<file path="src/rtl/clock_decim_pkg.sv">
// constants, layouts and types of the output clock and decimation configuration bank
// Operation
// - output clock skew follows two-bit delay field
// - bit 7 selects weak output drive
// - serial clock input needs both enable bits
// - bit 4 powers output clock buffer, resets one
// - bit 3 gives single-edge double-rate clocking
// - 20-bit frame pattern over three byte registers
// - bypass mode substitutes automatic frame pattern
// - bit 2 routes data through feature path
// - bit 1 enables downconverter, only with bit 2 set
// - three-bit ratio field sets decimation factor
// - bit 3 selects real low-pass decimation
// - bit 0 inverts oscillator phase
`default_nettype none
package clock_decim_pkg;
  // ****************************************************
  // register indices (byte address is four times index)
  // ****************************************************
  localparam int NUM_SLOTS = 9;
  localparam logic [5:0] SERIAL_SETUP_IDX = 6'h18;
  localparam logic [5:0] OUT_CLOCK_DELAY_IDX = 6'h1E;
  localparam logic [5:0] OUT_CLOCK_CONTROL_IDX = 6'h1F;
  localparam logic [5:0] FRAME_PATTERN_LOW_IDX = 6'h20;
  localparam logic [5:0] FRAME_PATTERN_MID_IDX = 6'h21;
  localparam logic [5:0] FRAME_PATTERN_HIGH_IDX = 6'h22;
  localparam logic [5:0] DIGITAL_PATH_ENABLE_IDX = 6'h24;
  localparam logic [5:0] DECIMATION_SETUP_IDX = 6'h25;
  localparam logic [5:0] CHANNEL_A_MIXER_IDX = 6'h26;
  localparam logic [5:0] BANK_STATUS_IDX = 6'h30;
  // slot numbers inside the storage array
  localparam logic [3:0] SLOT_SERIAL = 4'h0;
  localparam logic [3:0] SLOT_DELAY = 4'h1;
  localparam logic [3:0] SLOT_CONTROL = 4'h2;
  localparam logic [3:0] SLOT_PAT_LOW = 4'h3;
  localparam logic [3:0] SLOT_PAT_MID = 4'h4;
  localparam logic [3:0] SLOT_PAT_HIGH = 4'h5;
  localparam logic [3:0] SLOT_PATH = 4'h6;
  localparam logic [3:0] SLOT_DECIM = 4'h7;
  localparam logic [3:0] SLOT_MIXER = 4'h8;
  localparam logic [3:0] SLOT_NONE = 4'hF;
  // ****************************************************
  // writable bit masks and reset values per slot
  // ****************************************************
  localparam logic [8:0][7:0] WRITE_MASK = {8'hF0, 8'h79, 8'h06, 8'h0F, 8'hFF, 8'hFF, 8'hD8, 8'h30, 8'h10};
  localparam logic [8:0][7:0] RESET_VALUE = {8'h00, 8'h00, 8'h00, 8'h00, 8'h00, 8'h00, 8'h10, 8'h00, 8'h00};
  // ****************************************************
  // field positions
  // ****************************************************
  localparam int SERIAL_CLKIN_BIT = 4;
  localparam int SKEW_LSB = 4;
  localparam int WEAK_DRIVE_BIT = 7;
  localparam int CLKIN_BIT = 6;
  localparam int OUT_BUF_BIT = 4;
  localparam int DOUBLE_RATE_BIT = 3;
  localparam int FEATURE_PATH_BIT = 2;
  localparam int DOWNCONVERTER_ENABLE_BIT = 1;
  localparam int RATIO_LSB = 4;
  localparam int REAL_DECIM_BIT = 3;
  localparam int PHASE_INV_BIT = 0;
  localparam int STAT_BYPASS_BIT = 0;
  localparam int STAT_RATIO_BAD_BIT = 1;
  localparam int STAT_CLKIN_BIT = 2;
  localparam int STAT_MIX_BIT = 3;
  localparam int MIX_QUARTER_BIT = 4;
  localparam int MIX_RELOAD_BIT = 5;
  localparam int MIX_GAIN_LSB = 6;
  // ****************************************************
  // output clock skew in ps (negative is advance)
  // ****************************************************
  localparam logic signed [7:0] SKEW_NONE_PS = 8'sh00;
  localparam logic signed [7:0] SKEW_ADVANCE_PS = -8'sh32;
  localparam logic signed [7:0] SKEW_DELAY_PS = 8'sh32;
  localparam logic signed [7:0] SKEW_DELAY2_PS = 8'sh64;
  // ****************************************************
  // frame patterns used when decimation is bypassed
  // ****************************************************
  localparam logic [19:0] AUTO_PAT_14 = 20'hFE000;
  localparam logic [19:0] AUTO_PAT_16 = 20'hFF000;
  localparam logic [19:0] AUTO_PAT_18 = 20'hFF800;
  localparam logic [19:0] AUTO_PAT_20 = 20'hFFC00;
  // decimation factor reported while bypassed
  localparam logic [5:0] FACTOR_NONE = 6'h01;
  // ****************************************************
  // types
  // ****************************************************
  typedef enum logic [1:0] {
    RES_14 = 2'b00,
    RES_16 = 2'b01,
    RES_18 = 2'b10,
    RES_20 = 2'b11
  } resolution_e;
  typedef enum logic [2:0] {
    RATIO_1 = 3'b000,
    RATIO_2 = 3'b001,
    RATIO_4 = 3'b010,
    RATIO_8 = 3'b011,
    RATIO_16 = 3'b100,
    RATIO_32 = 3'b101
  } ratio_e;
  typedef struct packed {
    logic signed [7:0] clockSkewPs;
    logic [1:0] outClockSkew;
    logic weakDriveSelect;
    logic serialClockInBufferOn;
    logic outClockBufferOn;
    logic doubleRateSingleEdge;
    logic [19:0] framePattern;
    logic featurePathSelect;
    logic downconverterEnable;
    logic [5:0] decimationFactor;
    logic realDecimation;
    logic complexMixOn;
    logic oscPhaseInvert;
    logic chanAQuarterRateMix;
    logic chanAOscillatorReload;
    logic [1:0] chanAMixGain;
  } cfg_s;
  // converter view while reset holds: buffer on, bypass, 14-bit auto pattern
  localparam cfg_s CFG_AT_RESET = '{outClockBufferOn: 1'b1, framePattern: AUTO_PAT_14, decimationFactor: FACTOR_NONE,
    default: '0};
endpackage
`default_nettype wire

</file>
<file path="src/rtl/frame_pattern_select.sv">
// selection of the frame clock pattern that actually drives the frame clock
`default_nettype none
module frame_pattern_select (
  // programmed pattern and mode
  input wire logic [19:0] programmed,
  input wire logic bypassActive,
  input wire clock_decim_pkg::resolution_e resolution,
  // effective pattern
  output logic [19:0] effective
);
  import clock_decim_pkg::*;
  logic [19:0] autoPattern;
  // automatic pattern per output resolution
  assign autoPattern = (resolution == RES_14) ? AUTO_PAT_14 :
                       (resolution == RES_16) ? AUTO_PAT_16 :
                       (resolution == RES_18) ? AUTO_PAT_18 : AUTO_PAT_20;
  // bypass ignores the programmed pattern
  assign effective = bypassActive ? autoPattern : programmed;
endmodule
`default_nettype wire

</file>
<file path="src/rtl/output_clock_and_decimation_cfg.sv">
// configuration bank for output clocking and digital decimation path, wishbone slave
`default_nettype none
module output_clock_and_decimation_cfg (
  // clock and reset
  input wire logic clk,
  input wire logic rst_b,
  // wishbone classic slave
  input wire logic wbCyc,
  input wire logic wbStb,
  input wire logic wbWe,
  input wire logic [7:0] wbAdr,
  input wire logic [3:0] wbSel,
  input wire logic [31:0] wbDatIn,
  output logic [31:0] wbDatOut,
  output logic wbAck,
  // converter side
  input wire clock_decim_pkg::resolution_e outputResolution,
  output clock_decim_pkg::cfg_s cfg
);
  import clock_decim_pkg::*;

  // ****************************************************
  // address decoding
  // ****************************************************
  function automatic logic [3:0] slotOf(input logic [5:0] idx);
    case (idx)
      SERIAL_SETUP_IDX: slotOf = SLOT_SERIAL;
      OUT_CLOCK_DELAY_IDX: slotOf = SLOT_DELAY;
      OUT_CLOCK_CONTROL_IDX: slotOf = SLOT_CONTROL;
      FRAME_PATTERN_LOW_IDX: slotOf = SLOT_PAT_LOW;
      FRAME_PATTERN_MID_IDX: slotOf = SLOT_PAT_MID;
      FRAME_PATTERN_HIGH_IDX: slotOf = SLOT_PAT_HIGH;
      DIGITAL_PATH_ENABLE_IDX: slotOf = SLOT_PATH;
      DECIMATION_SETUP_IDX: slotOf = SLOT_DECIM;
      CHANNEL_A_MIXER_IDX: slotOf = SLOT_MIXER;
      default: slotOf = SLOT_NONE;
    endcase
  endfunction

  // skew field to picoseconds
  function automatic logic signed [7:0] skewPs(input logic [1:0] code);
    case (code)
      2'b00: skewPs = SKEW_NONE_PS;
      2'b01: skewPs = SKEW_ADVANCE_PS;
      2'b10: skewPs = SKEW_DELAY_PS;
      default: skewPs = SKEW_DELAY2_PS;
    endcase
  endfunction

  // ratio code to decimation factor, unused codes fall back to one
  function automatic logic [5:0] factorOf(input logic [2:0] code);
    case (code)
      RATIO_1: factorOf = 6'h01;
      RATIO_2: factorOf = 6'h02;
      RATIO_4: factorOf = 6'h04;
      RATIO_8: factorOf = 6'h08;
      RATIO_16: factorOf = 6'h10;
      RATIO_32: factorOf = 6'h20;
      default: factorOf = 6'h01;
    endcase
  endfunction

  // ****************************************************
  // bus request qualification
  // ****************************************************
  logic [7:0] slotReg [NUM_SLOTS];
  logic ackReg;
  logic [31:0] datOutReg;
  logic [31:0] datOutNext;
  wire request = wbCyc & wbStb & ~ackReg;
  wire [5:0] reqIdx = wbAdr[7:2];
  wire [3:0] reqSlot = slotOf(reqIdx);
  wire slotHit = (reqSlot != SLOT_NONE);
  wire statusHit = (reqIdx == BANK_STATUS_IDX);
  wire writeStrobe = request & wbWe & wbSel[0] & slotHit;

  // ****************************************************
  // register storage, reserved bits forced to zero
  // ****************************************************
  genvar g;
  generate
    for (g = 0; g < NUM_SLOTS; g++) begin : gSlot
      wire hitThis = writeStrobe & (reqSlot == 4'(g));
      wire [7:0] slotNext = wbDatIn[7:0] & WRITE_MASK[g];
      // one storage byte per configuration register
      always_ff @(posedge clk or negedge rst_b) begin
        if (!rst_b) begin
          slotReg[g] <= RESET_VALUE[g];
        end else if (hitThis) begin
          slotReg[g] <= slotNext;
        end
      end
    end
  endgenerate

  // ****************************************************
  // derived configuration
  // ****************************************************
  wire [7:0] serialSetup = slotReg[SLOT_SERIAL];
  wire [7:0] delaySetup = slotReg[SLOT_DELAY];
  wire [7:0] controlSetup = slotReg[SLOT_CONTROL];
  wire [7:0] pathSetup = slotReg[SLOT_PATH];
  wire [7:0] decimSetup = slotReg[SLOT_DECIM];
  wire [7:0] mixerSetup = slotReg[SLOT_MIXER];
  wire [1:0] skewCode = delaySetup[SKEW_LSB +: 2];
  wire [2:0] ratioCode = decimSetup[RATIO_LSB +: 3];
  wire ratioBad = (ratioCode > RATIO_32);
  // frame pattern assembled across three bytes
  wire [19:0] programmedPattern = {slotReg[SLOT_PAT_HIGH][3:0], slotReg[SLOT_PAT_MID], slotReg[SLOT_PAT_LOW]};
  // path and decimation controls
  wire featureOn = pathSetup[FEATURE_PATH_BIT];
  wire ddcOn = featureOn & pathSetup[DOWNCONVERTER_ENABLE_BIT];
  wire realMode = decimSetup[REAL_DECIM_BIT];
  wire bypassActive = ~ddcOn | (ratioCode == RATIO_1) | ratioBad;
  wire mixOn = ~bypassActive & ~realMode;
  // serial clock input powered only with both enables
  wire clkInOn = controlSetup[CLKIN_BIT] & serialSetup[SERIAL_CLKIN_BIT];
  wire [19:0] effectivePattern;
  cfg_s cfgNext;

  frame_pattern_select uPatSel (
    .programmed(programmedPattern),
    .bypassActive(bypassActive),
    .resolution(outputResolution),
    .effective(effectivePattern)
  );

  // ****************************************************
  // converter side outputs
  // ****************************************************
  assign cfgNext.clockSkewPs = skewPs(skewCode);
  assign cfgNext.outClockSkew = skewCode;
  assign cfgNext.weakDriveSelect = controlSetup[WEAK_DRIVE_BIT];
  assign cfgNext.serialClockInBufferOn = clkInOn;
  assign cfgNext.outClockBufferOn = controlSetup[OUT_BUF_BIT];
  assign cfgNext.doubleRateSingleEdge = controlSetup[DOUBLE_RATE_BIT];
  assign cfgNext.framePattern = effectivePattern;
  assign cfgNext.featurePathSelect = featureOn;
  assign cfgNext.downconverterEnable = ddcOn;
  assign cfgNext.decimationFactor = bypassActive ? FACTOR_NONE : factorOf(ratioCode);
  assign cfgNext.realDecimation = ~bypassActive & realMode;
  assign cfgNext.complexMixOn = mixOn;
  assign cfgNext.oscPhaseInvert = decimSetup[PHASE_INV_BIT];
  assign cfgNext.chanAQuarterRateMix = mixerSetup[MIX_QUARTER_BIT];
  assign cfgNext.chanAOscillatorReload = mixerSetup[MIX_RELOAD_BIT];
  assign cfgNext.chanAMixGain = mixerSetup[MIX_GAIN_LSB +: 2];

  // converter view held in flops, so the resolution input never ripples straight out
  always_ff @(posedge clk or negedge rst_b) begin
    if (!rst_b) begin
      cfg <= CFG_AT_RESET;
    end else begin
      cfg <= cfgNext;
    end
  end

  // ****************************************************
  // read path
  // ****************************************************
  wire [7:0] statusByte = {4'h0, mixOn, clkInOn, ratioBad, bypassActive};
  wire [7:0] readByte = slotHit ? slotReg[slotHit ? reqSlot : SLOT_SERIAL] : (statusHit ? statusByte : 8'h00);
  assign datOutNext = (request & ~wbWe) ? {24'h000000, readByte} : datOutReg;

  // ack one cycle after request, dropped in the following cycle
  always_ff @(posedge clk or negedge rst_b) begin
    if (!rst_b) begin
      ackReg <= 1'b0;
      datOutReg <= 32'h00000000;
    end else begin
      ackReg <= request;
      datOutReg <= datOutNext;
    end
  end

  assign wbAck = ackReg;
  assign wbDatOut = datOutReg;
endmodule
`default_nettype wire

</file>
<file path="config.mk">
export PLATFORM = sky130hd
export DESIGN_NAME = output_clock_and_decimation_cfg
export DESIGN_NICKNAME = d
export VERILOG_FILES = /design/src/rtl/clock_decim_pkg.sv /design/src/rtl/frame_pattern_select.sv /design/src/rtl/output_clock_and_decimation_cfg.sv
export SDC_FILE = /design/constraint.sdc
export NUM_CORES = 1
export LEC_CHECK = 0
export ABC_AREA = 1
export BUFFER_PORTS_ARGS = -buffer_cell sky130_fd_sc_hd__buf_4
export CORE_MARGIN = 4
export CORE_UTILIZATION = 48
export CTS_CLUSTER_DIAMETER = 60
export CTS_CLUSTER_SIZE = 28
export DETAILED_ROUTE_END_ITERATION = 12
export PLACE_DENSITY = 0.83
export SYNTH_ARGS = -nofsm -noshare
export SYNTH_HDL_FRONTEND = slang
export SYNTH_SLANG_ARGS = --single-unit
</file>
<file path="constraint.sdc">
create_clock -name clk -period 1.8 [get_ports clk]
set_input_delay 0.54 -clock clk [delete_from_list [all_inputs] [get_ports clk]]
set_output_delay 0.54 -clock clk [all_outputs]
set_load 0.05 [all_outputs]
</file>
==> impl_summary.txt <==
----------------------------------------------------
[Placed design]
  Pre-CTS worst setup slack ... -0.3282 ns
  Final weighted congestion in routability-driven placement ... 0.9133
  Placed cell areas ... 0.005055 mm^2
  Number of buffer cells added on primary ports ... 78
  HPWL Detailed ... 7402 um

[Worst hold path]
  Class of the most critical hold timing path ... input port to asynchronous set/reset pin

[Routing]
  Via count normalized by instance count ... 5.105
  Overall via count from detail_route ... 3553
  Routed len/inst ... 15.55 um
  TritonRoute pass-1 iters ... 5
  Antenna-violating nets left ... 0
  Initial detailed-routing violation count ... 270
  Residual DRC ... 0
  Total Wirelength ... 10820 um

[Floorplanning]
  Overall die width ... 101.1 um
  Overall die height ... 101.1 um
  Initial core utilization ... 50.08%
  Placement Rows ... 33
  Die outline area ... 0.01021 mm^2
  I/O Pins ... 133
  Std-Cell Core Area ... 0.008299 mm^2

[Global route]
  Global-route total usage across every layer ... 20.33%
  Number of global-route vias before repair ... 3405
  Aggregate global routing overflow ... 0
  Pin count of the biggest net entering global routing ... 94
  Initial antenna violation count ... 0
  Wire length of the first global-routing pass ... 16150 um

[Layout]
  Final Core Density ... 65.82%
  Number of antenna diodes ... 0
  Count of nets after finishing ... 641
  Post-synthesis to final-layout area growth ... 31.43%
  Leading cell types in the layout, fill and taps excluded ... buf_4, nand2_1, dfrtp_1
  Share of cells above drive strength 1 ... 33.50%
  Fillers ... 651
  Post-layout instance area ... 0.005463 mm^2
  Most common cell after layout, fill and taps aside ... buf_4

[Setup path]
  Cells along the critical path ... buf_4 > inv_4 > nand2_4 > nor2_4 > buf_6 > nand2_2 > nand3_4 > clkinvlp_4 > o31ai_1 > nand2_1 > nand3_1 > o21ai_1 > inv_1
  Kind of critical path ... input port to register
  Critical path's slowest cell ... o31ai_1
  Arrival time worst endpoint ... 2.13 ns
  Biggest fanout along the worst timing path ... 5
  Delay of the slowest cell on the worst path ... 0.32 ns
  Critical Path End Type ... register
  Crit start category ... input port
  Critical path data required time ... 2.10 ns

[Run]
  Maxcap violations ... 0

[Run status]
  Violations in the final reports ... setup timing
  Result of the run ... finished, violations left

[STA]
  Final worst path period need ... 1.825 ns
  Final clock skew ... 0.007632 ns
  Setup repair after global routing missed its margin ... yes
  Setup-violating endpoint count in the final report ... 2
  Final sum of negative setup slack ... -0.04357 ns
  Crit share post-route ... 101.4%
  Max-slew violations ... 0
  Max Clock Freq ... 547.8 MHz
  Hold Slack ... 0.1987 ns
  Least setup slack across all paths after layout ... -0.02541 ns
  Final Hold Violating Endpoints ... 0

[Yosys]
  Syn. warnings ... 0
  Area of the mapped netlist ... 0.004156 mm^2
  Count of cell types in the netlist ... 31
  Cell count after synthesis ... 466
  Synth Area per Inst ... 8.919 um^2
  Sequential area share after synthesis ... 56.29%
  Count of state elements after synthesis ... 93

[Pwr]
  Largest voltage drop on the vdd net ... 0.4882 mV
  Leakage power of the design ... 2.909 nW
  Power density of the placed cells ... 754.8 mW/mm^2

[CTS]
  Total CTS buffers ... 9
  Master cell of the clock root buffer ... clkbuf_8
  Clock tree from TritonCTS ... done
  CTS Buffer Depth ... 2
  Count of hold buffers inserted by post-cts repair ... 0
  Total number of clock tree sinks ... 93
  Total number of H-tree levels ... 3
  Clk pin slew, worst setup/hold paths ... 0.08 ns
  Clock latency at the later pin of the worst-skew pair ... 0.36 ns

----------------------------------------------------
==> Yosys cell counts, drive strengths merged <==
master / count / share of area [%]
dfrtp: 83 / 50
clkbuf: 2 / 0.18
nand4: 4 / 0.75
inv: 57 / 5.2
conb: 1 / 0.090
nor3: 5 / 0.60
dfstp: 10 / 6.3
ha: 4 / 1.2
o21ai: 69 / 8.3
a21oi: 13 / 1.6
nor2: 40 / 4.8
buf: 35 / 6.2
o31ai: 1 / 0.18
nand2: 112 / 10
nor4: 3 / 0.45
nand3b: 2 / 0.36
or2: 4 / 0.66
nand3: 21 / 2.8
==> stage by stage <==
step,std cells,power (mW)
finish,696,4.123
global route,696,4.263
CTS,690,4.105
detailed placement,674,2.717
global placement,674,2.705
floorplan,490,2.547
==> repair_timing <==
item	4_1_cts	5_1_grt
gates resized for setup	1	44
buffers inserted	0	2
setup endpoints to repair	1	38
gates cloned	0	4
pin swaps	0	10
hold endpoints to repair	0	0
==> layer usage <==
metal / vias to the layer above / part of all wire [%] / global-route usage (%)
li1: 1667 / - / -
met4: 0 / 3.6 / 8.691
met1: 1680 / 40 / 27.28
met3: 31 / 7.6 / 4.221
met5: - / 0 / 0
met2: 175 / 49 / 32.04
==> power breakdown <==
part | internal, mW | switching [mW]
Sequential | 2.12 | 0.0179
Combinational | 0.153 | 0.419
Clock | 0.720 | 0.692
Total | 3.00 | 1.13
==> registers in the layout (all words and copies together), names as in the netlist <==
signal	flops
delaySetup	2
wbAck	1
serialSetup	1
pathSetup	2
controlSetup	4
decimSetup	5
mixerSetup	4
programmedPattern	20
cfg	46
wbDatOut	8
==> final cells by class <==
class	instances	area, um^2	area share (%)
Clock inverter	3	43.79	0.8016
Tap cell	105	131.4	2.405
Inverter	57	222.7	4.077
Multi-Input combinational cell	305	1593	29.16
Clock buffer	13	158.9	2.909
Sequential cell	93	2340	42.83
Timing Repair inverter	1	7.507	0.1374
Timing Repair Buffer	119	965.9	17.68
==> worst paths after layout <==
path                              endpoint  slack (ns)  cells after the start       startpoint
max                            wbDatOut[0]       -0.03                     13         wbAdr[6]
min                                cfg[11]        0.20                      2            rst_b
max in group asynchronous  controlSetup[4]        1.18                      2            rst_b
min in group clk                   cfg[36]        0.39                      0  controlSetup[4]
max reg2reg                         cfg[9]        0.07                      9    decimSetup[5]
min reg2reg                        cfg[36]        0.39                      0  controlSetup[4]
==> cells by family (layout without fill, tap and decap cells) <==
group | Yosys count | after routing | synth area share, %
compound gates | 83 | 83 | 10.05
flops | 93 | 93 | 56.29
fa+ha+maj | 4 | 4 | 1.204
buf+inv | 94 | 193 | 11.56
simple gates | 191 | 193 | 20.80
other cells | 1 | 25 | 0.09022
==> critical path: cells and delay by family <==
family,cells,cell delay [ns]
buf+inv,5,0.56
simple gates,6,0.63
compound gates,2,0.39
No activity file was read; power rests on OpenSTA's default activity.
